==> config.mk <==
export PLATFORM = sky130hd
export DESIGN_NAME = expbus_cycle_ctrl
export DESIGN_NICKNAME = d
export VERILOG_FILES = /design/src/expbus_pkg.sv /design/src/expbus_cycle_ctrl.sv
export SDC_FILE = /design/constraint.sdc
export NUM_CORES = 1
export LEC_CHECK = 0
export ABC_AREA = 0
export BUFFER_PORTS_ARGS = -buffer_cell sky130_fd_sc_hd__buf_2
export CAP_MARGIN = 20
export CORE_ASPECT_RATIO = 1.25
export CORE_MARGIN = 4
export CORE_UTILIZATION = 45
export DETAILED_ROUTE_END_ITERATION = 8
export GPL_ROUTABILITY_DRIVEN = 1
export HOLD_SLACK_MARGIN = 0.15
export MAX_ROUTING_LAYER = met4
export PLACE_DENSITY = 0.69
export SETUP_SLACK_MARGIN = 0.05
export SYNTH_ARGS = -nofsm -noshare
export SYNTH_HDL_FRONTEND = slang
export SYNTH_SLANG_ARGS = --single-unit
==> constraint.sdc <==
create_clock -name hclk -period 2.5 [get_ports hclk]
set_input_delay 0.5 -clock hclk [delete_from_list [all_inputs] [get_ports hclk]]
set_output_delay 0.5 -clock hclk [all_outputs]
set_load 0.02 [all_outputs]
==> src/expbus_pkg.sv <==
package expbus_pkg;

    // Register indices; byte address on the bus is four times the index
    localparam logic [7:0] IDX_ALT_MODE = 8'h2c;
    localparam logic [7:0] IDX_ALT_LOW = 8'h2d;
    localparam logic [7:0] IDX_ALT_END = 8'h2e;
    localparam logic [7:0] IDX_ALT_UPPER = 8'h2f;
    localparam logic [7:0] IDX_BUS_MODE = 8'h34;
    localparam logic [7:0] IDX_IO_WAIT = 8'h35;
    localparam logic [7:0] IDX_MEM_WAIT = 8'h36;

    // Reset values
    localparam logic [7:0] RST_ALT_MODE = 8'h0c;
    localparam logic [7:0] RST_RANGE = 8'h00;
    localparam logic [7:0] RST_BUS_MODE = 8'h00;
    localparam logic [7:0] RST_IO_WAIT = 8'h40;
    localparam logic [7:0] RST_MEM_WAIT = 8'h44;

    // Writable bits; reserved bits stay zero
    localparam logic [7:0] MASK_ALT_MODE = 8'hbf;
    localparam logic [7:0] MASK_BUS_MODE = 8'hf8;
    localparam logic [7:0] MASK_IO_WAIT = 8'h70;
    localparam logic [7:0] MASK_MEM_WAIT = 8'h77;

    // Field positions
    localparam int POS_MEM_IO = 7;
    localparam int POS_WIDTH = 5;
    localparam int POS_MONITOR = 4;
    localparam int POS_TARGET = 2;
    localparam int POS_QUAL = 0;
    localparam int POS_CLK_POLICY = 6;
    localparam int POS_LEADOFF = 4;
    localparam int POS_ROM_BLOCK = 3;
    localparam int POS_IO_WAIT = 4;
    localparam int POS_NARROW_WAIT = 4;
    localparam int POS_WIDE_WAIT = 0;

    // Field codes
    localparam logic [1:0] CLK_STOP = 2'h0;
    localparam logic [1:0] CLK_SYNC = 2'h1;
    localparam logic [1:0] CLK_STRETCH = 2'h2;
    localparam logic [1:0] TGT_FIRST = 2'h0;
    localparam logic [1:0] TGT_THIRD = 2'h2;
    localparam logic [1:0] QUAL_OFF = 2'h0;
    localparam logic [1:0] QUAL_READ = 2'h1;
    localparam logic [1:0] QUAL_WRITE = 2'h2;
    localparam logic [1:0] QUAL_DECODE = 2'h3;

    // Command widths in expansion clock half periods
    localparam logic [4:0] HALF_NARROW_ZERO_WAIT = 5'h3;
    localparam logic [4:0] HALF_WIDE_ZERO_WAIT = 5'h4;

    typedef enum logic [1:0] {ST_IDLE, ST_LEAD, ST_ALIGN, ST_CMD} cyc_state_t;

endpackage

==> src/expbus_cycle_ctrl.sv <==
// Added by the designer: register access over AHB-Lite.
`timescale 1ns/1ps
`default_nettype none

module expbus_cycle_ctrl
    import expbus_pkg::*;
(
    input wire logic hclk,
    input wire logic hresetn,
    input wire logic hsel,
    input wire logic [31:0] haddr,
    input wire logic [1:0] htrans,
    input wire logic hwrite,
    input wire logic [2:0] hsize,
    input wire logic [31:0] hwdata,
    input wire logic hready,
    output logic hreadyout,
    output logic hresp,
    output logic [31:0] hrdata,
    input wire logic cyc_req,
    input wire logic [19:0] cyc_addr,
    input wire logic cyc_mem,
    input wire logic cyc_write,
    input wire logic cyc_rom,
    input wire logic pcs0_hit,
    input wire logic pcs2_hit,
    output logic cyc_busy,
    output logic cyc_done,
    input wire logic exp_clk_src,
    input wire logic iocs16_n,
    input wire logic memcs16_n,
    output logic sysclk,
    output logic iord_n,
    output logic iowr_n,
    output logic memr_n,
    output logic memw_n,
    output logic smrd_n,
    output logic alt_cs_n,
    output logic bus16,
    output logic activity_retrigger
);

    logic [7:0] alt_select_mode, alt_select_range_low, alt_select_range_end;
    logic [7:0] alt_select_upper_compare, expansion_bus_mode, io_wait_control;
    logic [7:0] memory_wait_control, ap_idx;
    logic ap_valid, ap_write, rd_pend;

    // Field views of the registers
    logic mem_io_select, data_width_sel, activity_monitor_en, rom_read_strobe_block;
    logic [1:0] and_target_sel, strobe_qualify_mode, bus_clock_policy, leadoff_delay_sel;
    logic [2:0] io_wait_count, narrow_mem_wait_count, wide_mem_wait_count;
    assign mem_io_select = alt_select_mode[POS_MEM_IO];
    assign data_width_sel = alt_select_mode[POS_WIDTH];
    assign activity_monitor_en = alt_select_mode[POS_MONITOR];
    assign and_target_sel = alt_select_mode[POS_TARGET+:2];
    assign strobe_qualify_mode = alt_select_mode[POS_QUAL+:2];
    assign bus_clock_policy = expansion_bus_mode[POS_CLK_POLICY+:2];
    assign leadoff_delay_sel = expansion_bus_mode[POS_LEADOFF+:2];
    assign rom_read_strobe_block = expansion_bus_mode[POS_ROM_BLOCK];
    assign io_wait_count = io_wait_control[POS_IO_WAIT+:3];
    assign narrow_mem_wait_count = memory_wait_control[POS_NARROW_WAIT+:3];
    assign wide_mem_wait_count = memory_wait_control[POS_WIDE_WAIT+:3];

    // Shared map decode for the read and write paths
    function automatic logic is_mapped(input logic [7:0] idx);
        is_mapped = (idx == IDX_ALT_MODE) || (idx == IDX_ALT_LOW) ||
                    (idx == IDX_ALT_END) || (idx == IDX_ALT_UPPER) ||
                    (idx == IDX_BUS_MODE) || (idx == IDX_IO_WAIT) ||
                    (idx == IDX_MEM_WAIT);
    endfunction

    function automatic logic [7:0] read_reg(input logic [7:0] idx);
        logic [7:0] val;
        val = 8'h00;
        if (is_mapped(idx)) begin
            case (idx)
                IDX_ALT_MODE: val = alt_select_mode;
                IDX_ALT_LOW: val = alt_select_range_low;
                IDX_ALT_END: val = alt_select_range_end;
                IDX_ALT_UPPER: val = alt_select_upper_compare;
                IDX_BUS_MODE: val = expansion_bus_mode;
                IDX_IO_WAIT: val = io_wait_control;
                default: val = memory_wait_control;
            endcase
        end
        read_reg = val;
    endfunction

    // Address phase capture; addresses at 0x400 and above fold onto unmapped index 0
    always_ff @(posedge hclk or negedge hresetn) begin
        if (!hresetn) begin
            ap_valid <= 1'b0;
            ap_write <= 1'b0;
            ap_idx <= 8'h00;
        end else if (hready) begin
            ap_valid <= hsel && htrans[1];
            ap_write <= hwrite;
            ap_idx <= (haddr[31:10] == 22'h00_0000) ? haddr[9:2] : 8'h00;
        end
    end

    // Reads take one wait state so a write just before is always seen
    always_ff @(posedge hclk or negedge hresetn) begin
        if (!hresetn) begin
            hreadyout <= 1'b1;
            rd_pend <= 1'b0;
            hrdata <= 32'h0000_0000;
            hresp <= 1'b0;
        end else begin
            hresp <= 1'b0;
            rd_pend <= 1'b0;
            if (rd_pend) begin
                hrdata <= {24'h00_0000, read_reg(ap_idx)};
                hreadyout <= 1'b1;
            end else if (hready && hsel && htrans[1] && !hwrite) begin
                hreadyout <= 1'b0;
                rd_pend <= 1'b1;
            end
        end
    end

    // Register writes in the data phase; unmapped writes are dropped
    always_ff @(posedge hclk or negedge hresetn) begin
        if (!hresetn) begin
            alt_select_mode <= RST_ALT_MODE;
            alt_select_range_low <= RST_RANGE;
            alt_select_range_end <= RST_RANGE;
            alt_select_upper_compare <= RST_RANGE;
            expansion_bus_mode <= RST_BUS_MODE;
            io_wait_control <= RST_IO_WAIT;
            memory_wait_control <= RST_MEM_WAIT;
        end else if (ap_valid && ap_write && hready && is_mapped(ap_idx)) begin
            case (ap_idx)
                IDX_ALT_MODE: alt_select_mode <= hwdata[7:0] & MASK_ALT_MODE;
                IDX_ALT_LOW: alt_select_range_low <= hwdata[7:0];
                IDX_ALT_END: alt_select_range_end <= hwdata[7:0];
                IDX_ALT_UPPER: alt_select_upper_compare <= hwdata[7:0];
                IDX_BUS_MODE: expansion_bus_mode <= hwdata[7:0] & MASK_BUS_MODE;
                IDX_IO_WAIT: io_wait_control <= hwdata[7:0] & MASK_IO_WAIT;
                default: memory_wait_control <= hwdata[7:0] & MASK_MEM_WAIT;
            endcase
        end
    end

    // Pin synchronisers; the second stage feeds logic, and a third clock stage feeds the edge detect
    logic clk_s1, clk_s2, clk_s3;
    logic io16_s1, io16_s2, mem16_s1, mem16_s2, tick;
    always_ff @(posedge hclk or negedge hresetn) begin
        if (!hresetn) begin
            clk_s1 <= 1'b0;
            clk_s2 <= 1'b0;
            clk_s3 <= 1'b0;
            io16_s1 <= 1'b1;
            io16_s2 <= 1'b1;
            mem16_s1 <= 1'b1;
            mem16_s2 <= 1'b1;
        end else begin
            clk_s1 <= exp_clk_src;
            clk_s2 <= clk_s1;
            clk_s3 <= clk_s2;
            io16_s1 <= iocs16_n;
            io16_s2 <= io16_s1;
            mem16_s1 <= memcs16_n;
            mem16_s2 <= mem16_s1;
        end
    end
    // Each source edge is one half period of the expansion clock
    assign tick = clk_s2 ^ clk_s3;

    // Window decode; both bounds inclusive
    logic [7:0] cmp_byte;
    logic upper_eq, in_range, sel_type_ok, and_ok, req_hit;
    assign cmp_byte = cyc_mem ? cyc_addr[15:8] : cyc_addr[7:0];
    assign upper_eq = cyc_mem ? (cyc_addr[19:16] == alt_select_upper_compare[3:0])
                              : (cyc_addr[15:8] == alt_select_upper_compare);
    assign in_range = (cmp_byte >= alt_select_range_low) &&
                      (cmp_byte <= alt_select_range_end) && upper_eq;
    assign sel_type_ok = (cyc_mem == mem_io_select);
    // Reserved target code behaves as no AND term
    assign and_ok = (and_target_sel == TGT_FIRST) ? pcs0_hit :
                    (and_target_sel == TGT_THIRD) ? pcs2_hit : 1'b1;
    assign req_hit = in_range && sel_type_ok && and_ok &&
                     (strobe_qualify_mode != QUAL_OFF);

    // Cycle engine state
    cyc_state_t state;
    logic [1:0] lead_cnt;
    logic [4:0] half_cnt;
    logic cur_mem, cur_write, cur_rom, cur_hit, accept, align_go, cmd_end, in_cmd_next;
    assign accept = cyc_req && (state == ST_IDLE);

    // Alignment to the expansion clock according to the policy
    always_comb begin
        case (bus_clock_policy)
            CLK_SYNC: align_go = tick && !sysclk;
            CLK_STRETCH: align_go = !sysclk;
            default: align_go = 1'b1;
        endcase
    end

    // Sequencer: lead-off in processor clocks, then command in half periods
    always_ff @(posedge hclk or negedge hresetn) begin
        if (!hresetn) begin
            state <= ST_IDLE;
            lead_cnt <= 2'h0;
            half_cnt <= 5'h00;
            cur_mem <= 1'b0;
            cur_write <= 1'b0;
            cur_rom <= 1'b0;
            cur_hit <= 1'b0;
            bus16 <= 1'b0;
        end else begin
            case (state)
                ST_IDLE: begin
                    if (accept) begin
                        cur_mem <= cyc_mem;
                        cur_write <= cyc_write;
                        cur_rom <= cyc_rom;
                        cur_hit <= req_hit;
                        lead_cnt <= leadoff_delay_sel;
                        state <= (leadoff_delay_sel == 2'h0) ? ST_ALIGN : ST_LEAD;
                    end
                end
                ST_LEAD: begin
                    lead_cnt <= lead_cnt - 2'h1;
                    if (lead_cnt == 2'h1) begin
                        state <= ST_ALIGN;
                    end
                end
                ST_ALIGN: begin
                    if (align_go) begin
                        state <= ST_CMD;
                        // Forced width ignores the device's request pins
                        bus16 <= (cur_hit && data_width_sel) ||
                                 (cur_mem ? !mem16_s2 : !io16_s2);
                        if (!cur_mem) begin
                            half_cnt <= HALF_NARROW_ZERO_WAIT + {1'b0, io_wait_count, 1'b0};
                        end else if ((cur_hit && data_width_sel) || !mem16_s2) begin
                            half_cnt <= HALF_WIDE_ZERO_WAIT + {1'b0, wide_mem_wait_count, 1'b0};
                        end else begin
                            half_cnt <= HALF_NARROW_ZERO_WAIT + {1'b0, narrow_mem_wait_count, 1'b0};
                        end
                    end
                end
                ST_CMD: begin
                    if (tick) begin
                        half_cnt <= half_cnt - 5'h01;
                        if (half_cnt == 5'h01) begin
                            state <= ST_IDLE;
                            bus16 <= 1'b0;
                        end
                    end
                end
                default: state <= ST_IDLE;
            endcase
        end
    end

    assign cmd_end = (state == ST_CMD) && tick && (half_cnt == 5'h01);

    // Expansion clock; stop policy parks it low between cycles
    always_ff @(posedge hclk or negedge hresetn) begin
        if (!hresetn) begin
            sysclk <= 1'b0;
        end else begin
            case (bus_clock_policy)
                CLK_SYNC: begin
                    if (tick) begin
                        sysclk <= !sysclk;
                    end
                end
                CLK_STRETCH: begin
                    // Low phase is cut to the cycle start so the first rise opens it
                    if (state == ST_ALIGN && !sysclk) begin
                        sysclk <= 1'b1;
                    end else if (tick) begin
                        sysclk <= !sysclk;
                    end
                end
                default: begin
                    if (tick && ((state == ST_CMD && !cmd_end) || sysclk)) begin
                        sysclk <= !sysclk;
                    end
                end
            endcase
        end
    end

    // Command strobes, ROM read strobe and the alternate select
    assign in_cmd_next = (state == ST_ALIGN && align_go) || (state == ST_CMD && !cmd_end);
    always_ff @(posedge hclk or negedge hresetn) begin
        if (!hresetn) begin
            iord_n <= 1'b1;
            iowr_n <= 1'b1;
            memr_n <= 1'b1;
            memw_n <= 1'b1;
            smrd_n <= 1'b1;
            alt_cs_n <= 1'b1;
        end else begin
            iord_n <= !(in_cmd_next && !cur_mem && !cur_write);
            iowr_n <= !(in_cmd_next && !cur_mem && cur_write);
            memr_n <= !(in_cmd_next && cur_mem && !cur_write);
            memw_n <= !(in_cmd_next && cur_mem && cur_write);
            smrd_n <= !(in_cmd_next && cur_mem && !cur_write &&
                        !(cur_rom && rom_read_strobe_block));
            case (strobe_qualify_mode)
                QUAL_READ: alt_cs_n <= !(cur_hit && in_cmd_next && !cur_write);
                QUAL_WRITE: alt_cs_n <= !(cur_hit && in_cmd_next && cur_write);
                QUAL_DECODE: alt_cs_n <= !(cur_hit && (state != ST_IDLE) && !cmd_end);
                default: alt_cs_n <= 1'b1;
            endcase
        end
    end

    // Handshake to the requester and the activity pulse
    always_ff @(posedge hclk or negedge hresetn) begin
        if (!hresetn) begin
            cyc_busy <= 1'b0;
            cyc_done <= 1'b0;
            activity_retrigger <= 1'b0;
        end else begin
            cyc_busy <= accept || ((state != ST_IDLE) && !cmd_end);
            cyc_done <= cmd_end;
            activity_retrigger <= accept && req_hit && activity_monitor_en;
        end
    end
endmodule

`default_nettype wire

==> results.cfg, run 1 <==
[cells_and_area]
antenna_cells = 0
finalNetCount = 764
drive_above_1_share_pct = 30.9
fin_util_pct = 53.1
area_delta_synth_final_pct = 15.6

[setup_path]
cp.required_ps = 2710
critPathTopFamily = compound AO/OA/AOI/OAI gates
cp_cell_sequence = buf_2 > mux2_2 > ha_1 > and3_1 > a221oi_1 > o31ai_1 > o21ai_0 > o31ai_1
start_kind = input pin
path_common_cell = o31ai_1
r2r-start = clk_s3$_DFF_PN0_
r2r.worst_path.cells = 8
crit_path_end_kind = register
path_class = input pin to register
worstPathArrival_ps = 2420
cp.buffers_inverters = 1
ff2ff_setup_slack_ps = 310
path_max_fanout = 11
critPathMaxStageDelay_ps = 390
critical-path-slowest-cell = mux2_2
timing.rr.end = half_cnt[3]$_DFFE_PN0P_

[power]
power_uw = 4420
p_switching_uw = 1410
sequentialPowerShare_pct = 43.0
internal_power_uw = 3010
leakage_uw = 0.00305
power.density_mw_per_mm2 = 688
p_sw_share_pct = 32.0
max-vdd-ir-drop_mv = 0.364
p_comb_share_pct = 26.4
clkPwrFrac_pct = 30.6

[timing]
fin_crit_sh_pct = 88.4
drv_slew = 0
worst_pin_slew_ps = 591
slew_headroom_pct = 60.6
final-setup-viol-count = 0
setup-tns-final_ps = 0
period_needed_ps = 2210
finClkSkew_ps = 7.33
rsz0062_at_grt = no
hold_viol_final = 0
fin_hold_ws_ps = 152
fmax_ghz = 0.453

[status]
status = finished clean

[die]
core_mm2 = 0.0121
die_w_um = 107
pin_count = 148
die_area_mm2 = 0.0142
start_util_pct = 45.9
rows = 45
die_h_um = 132

[global_routing]
grt_pass1_wl_um = 22000
grt_overflow = 0
use_met1_pct = 24.3
met2_usage_pct = 34.2
antenna_found_initial = 0
globalRoute.busiestLayer = met2
use_met3_pct = 2.30
grt_pass1_vias = 4376
grt_max_degree = 43
grt_use_total_pct = 20.2

[routing]
viasPerCell = 5.34
drc = 0
wl_um = 13500
vias = 4277
antenna_left = 0
firstDrtPassIters = 5
wl_per_cell_um = 16.9
drt_iter0_drc = 307

[logic_synthesis]
synth_ff_type = dfrtp_1
synth-seq-cells = 96
syn_inst = 537
synth-edff-count = 0
synth_area_leaders = dfrtp_1 36%, mux2_2 8.5%, dfstp_2 7.6%
synth_top_cell_area_share_pct = 36.0
post-synth-top-area-cell = dfrtp_1
syn_area_mm2 = 0.00556
yosysMostFrequentCell = dfrtp_1
yosys_warnings = 0
ys_seq_area_share_pct = 43.6
async_flop_share_pct = 100
avgSynthCellArea_um2 = 10.3
synthDistinctLibCells = 65
synthTopCellsByCount = 80 x dfrtp_1, 46 x inv_1, 44 x o21ai_0

[clocking]
tritoncts = yes
hold_buffers = 0
cts-resized-gates = 0
cts.sinks = 96
cts_made_buffers = 9
htreeDepth = 3
clkLatencyLatePin_ps = 340
clk_pin_slew_ps = 60
cts_buffer_depth = 2
cts_setup_buffers = 0
cts-root-buf = clkbuf_16

[placed_design]
numPortBuffers = 92
gp_congestion = 0.868
dpl.hpwl_um = 10800

[worst_hold_path]
min_path_type = input pin to async pin

[job]
cap_violations = 0
## metrics by stage
step | cells | instance area (um^2) | setup WS [ps]
detailed placement | 785 | 6130 | -37.2
finish | 801 | 6420 | 291
CTS | 801 | 6420 | 321
global route | 801 | 6420 | 88.6
global placement | 785 | 6130 | 15.8
floorplan | 561 | 5650 | 99.6
## registers in the layout, summed over array words and instances, names as in the netlist, 2 cells and up
signal and cells:
lead_cnt 2, alt_select_range_low 8, expansion_bus_mode 5, half_cnt 5
ap_idx 8, alt_select_range_end 8, state 2, hrdata 8
io_wait_control 3, alt_select_mode 7, memory_wait_control 6, alt_select_upper_compare 8
## worst max path at each step
stage,cells past startpoint,slack (ps),startpoint,endpoint
floorplan,8,100,cyc_mem,activity_retrigger$_DFF_PN0_
global route,8,90,cyc_mem,cur_hit$_DFFE_PN0P_
finish,8,290,cyc_mem,cur_hit$_DFFE_PN0P_
CTS,8,320,cyc_mem,cur_hit$_DFFE_PN0P_
detailed placement,8,-40,cyc_mem,cur_hit$_DFFE_PN0P_
global placement,8,20,cyc_mem,cur_hit$_DFFE_PN0P_
## layout make-up
class | count | area, um^2
Fill cell | 1110 | 5680
Multi-Input combinational cell | 374 | 2760
Sequential cell | 96 | 2420
Timing Repair Buffer | 105 | 573
Clock buffer | 11 | 233
Tap cell | 164 | 205
Inverter | 46 | 173
Clock inverter | 5 | 58.8
## worst register-to-register path, delay by kind of cell (launching register included)
| family | cells | cell delay, ps |
|---|---|---|
| AOI/OAI and AO/OA | 3 | 740 |
| xor gates and xnor gates | 1 | 290 |
| adders and majority gates | 1 | 210 |
| buffers and inverters | 1 | 130 |
| DFF | 1 | 370 |
| and+or+nand+nor | 2 | 330 |
## power groups by stage
stage               Combinational (uW)  Clock (uW)  Sequential, uW
global placement                  1110           0            1920
floorplan                          777           0            1970
CTS                               1170        1380            1900
global route                      1310        1450            1930
detailed placement                1160           0            1930
finish                            1170        1350            1900
## kinds of logic after synthesis
family | count (synthesis) | share of synthesized area [%]
AND/OR/NAND/NOR | 135 | 13.1
AO/OA/AOI/OAI | 110 | 12.4
flip-flops | 96 | 43.6
buffers and inverters | 91 | 8.38
multiplexers | 59 | 13.4
adder cells (fa/ha/maj) | 29 | 6.53
XOR/XNOR | 16 | 2.52
other | 1 | 0.0675
## layout by cell type, fill, tap and decap left out, drive strengths merged, types with 3 or more instances in the layout
master   Yosys  final
nor4         6      6
a22oi        3      3
mux2i        4      4
nor4b        3      3
nand2       44     44
dfrtp       80     80
nor2        20     20
o31ai        4      4
a21o         3      3
inv         46     46
o21a         3      3
a21oi       13     13
a31oi        7      7
nor2b        5      5
nand4        8      8
xor2         6      6
o22ai        7      7
xnor2       10     10
and2         3      3
mux2        50     50
a211oi       7      7
nand2b       6      6
a2111oi      3      3
nand3b       3      3
dfstp       16     16
o21ai       45     45
buf         35    105
nor3         8      8
mux4         5      5
a221oi       3      3
ha          29     29
and3         7      7
conb         1     25
clkbuf      10     11
nand3       11     11
## routing by layer
metal  share of wire (%)  wire length (um)  up-vias
met3                 3.9               523       26
li1                    -                 -     2047
met4                 3.7               503        0
met5                   0                 0        -
met1                  40              5370     2090
met2                  53              7110      114
No activity file was read; power rests on OpenSTA's default activity.
==> inputs of run 2 (changes only) <==
- CORE_UTILIZATION: 45 -> 30
- PLACE_DENSITY: 0.69 -> 0.49
==> run 2 against run 1 <==
Register-to-register slack improved by 30 ps. Sequential cell count unchanged. Routed wire length increased by 4.3%. Utilization decreased by 17 points. Fmax increased by 1.2%. Clock skew is 0.72 ps lower. Die area rose by 46%. Clock power grew 4%. Critical path depth stayed put. Non-clock buffer count grew 1. Clock-buffer cell count fell by 2. Highest routed layer unchanged.
==> results.cfg, run 2 (synthesis gave the netlist of run 1 again) <==
[cells_and_area]
drive_above_1_share_pct = 31.2
antenna_cells = 0
fillers = 1865
area_delta_synth_final_pct = 17.5
regArea_mm2 = 0.00242
layout_common_cells = 91 x buf_2, 80 x dfrtp_1, 46 x inv_1, 44 x o21ai_0, 43 x nand2_1
multi_input_area_mm2 = 0.00276
fin_util_pct = 35.9
final_common_cell = buf_2
finalNetCount = 765

[job]
cap_violations = 0

[clocking]
tritoncts = yes
clk_pin_slew_ps = 70
cts_made_buffers = 9
htreeDepth = 3
cts_buffer_depth = 2
cts-root-buf = clkbuf_16
clkLatencyLatePin_ps = 340
cts.sinks = 96

[setup_path]
path_common_cell = o31ai_1
path_max_fanout = 10
critPathMaxStageDelay_ps = 390
cp_cell_sequence = buf_2 > mux2_2 > ha_1 > and3_1 > a221oi_1 > o31ai_1 > o21ai_0 > o31ai_1
r2r.worst_path.cells = 4
cp.required_ps = 2710
path_class = input pin to register
start_kind = input pin
critical-path-slowest-cell = mux2_2
timing.rr.end = alt_select_upper_compare[1]$_DFFE_PN0P_
ff2ff_setup_slack_ps = 340
worstPathArrival_ps = 2390
crit_path_end_kind = register
r2r-start = ap_idx[6]$_DFFE_PN0P_

[timing]
rsz0062_at_grt = no
fin_hold_ws_ps = 260
fmax_ghz = 0.458
slew_headroom_pct = 60.0
period_needed_ps = 2180
fin_crit_sh_pct = 87.3
finClkSkew_ps = 6.62
hold_viol_final = 0
worst_pin_slew_ps = 601
final-setup-viol-count = 0
drv_slew = 0

[routing]
route.met3.wl_um = 500
wl_per_cell_um = 16.3
wl_um = 14100
vias = 4209
wl_met1_um = 6000
viasPerCell = 4.86
top_layer_used = met4
met2_length_um = 7340
firstDrtPassIters = 4
antenna_left = 0
drc = 0
drt_iter0_drc = 265

[worst_hold_path]
min_delay_path_depth = 1
whs_endpoint = mem16_s1$_DFF_PN1_
min_from = memcs16_n
min_path_type = input pin to register

[global_routing]
antenna_found_initial = 0
grt_use_total_pct = 14.2
grt_max_degree = 44
grt_pass1_wl_um = 23000
grt_overflow = 0
grt_pass1_vias = 4385

[power]
max-vdd-ir-drop_mv = 0.338
power.density_mw_per_mm2 = 688
leakage_uw = 0.00307
power_uw = 4490

[die]
die_w_um = 130
core_mm2 = 0.0182
die_area_mm2 = 0.0208
start_util_pct = 30.6
die_h_um = 160
pin_count = 148
rows = 55

[status]
status = finished clean

[placed_design]
dpl.hpwl_um = 11400
gp_congestion = 0.876
numPortBuffers = 92
==> run 2: changes by cell type in the layout (fill, tap and decap cells not counted), sizes merged <==
cell	delta
dlygate4sd3	+1
clkinvlp	-1
clkbuf	-2
clkinv	+1
inv	+2
==> run 2: cell type report <==
cell class / count / area share, %
Multi-Input combinational cell: 374 / 42.3
Inverter: 46 / 2.65
Tap cell: 228 / 4.37
Clock buffer: 9 / 3.45
Timing Repair Buffer: 106 / 8.93
Clock inverter: 7 / 1.23
Sequential cell: 96 / 37.1
==> run 2: stage by stage <==
step | worst slack (ps) | std cells | area (um^2) | TNS (ps)
6_report | 318 | 866 | 6530 | 0
5_1_grt | 115 | 866 | 6530 | 0
4_1_cts | 313 | 866 | 6530 | 0
3_5_place_dp | -45.6 | 849 | 6210 | -66.8
3_3_place_gp | -28.5 | 849 | 6210 | -28.6
2_1_floorplan | 99.6 | 561 | 5650 | 0
==> run 2: routing by layer <==
metal,vias to the layer above,global-route usage (%)
li1,2051,-
met1,2047,17.5
met2,93,24.1
met3,18,2.17
met4,0,3.88
met5,-,-
==> run 2: critical path: cells and delay by family <==
| family | cells | cell delay, ps |
|---|---|---|
| compound gates | 4 | 770 |
| fa+ha+maj | 1 | 290 |
| buf+inv | 1 | 240 |
| mux | 1 | 390 |
| simple gates | 1 | 200 |
==> run 2: worst max path at each step <==
stage	startpoint	endpoint	cells past startpoint
2_1_floorplan	cyc_mem	activity_retrigger$_DFF_PN0_	8
3_3_place_gp	cyc_mem	cur_hit$_DFFE_PN0P_	8
3_5_place_dp	cyc_mem	cur_hit$_DFFE_PN0P_	8
4_1_cts	cyc_mem	cur_hit$_DFFE_PN0P_	8
5_1_grt	cyc_mem	activity_retrigger$_DFF_PN0_	8
6_report	cyc_mem	cur_hit$_DFFE_PN0P_	8
==> run 2: timing repair <==
action / 4_1_cts / 5_1_grt
endpoints found under the hold margin: 20 / 0
hold buffers: 1 / 0
resized for setup: 0 / 0
setup buffers: 0 / 0
==> run 2: power breakdown <==
group / switching (uW) / total [uW] / internal, uW
Clock: 623 / 1410 / 788
Combinational: 690 / 1180 / 489
Sequential: 150 / 1900 / 1750
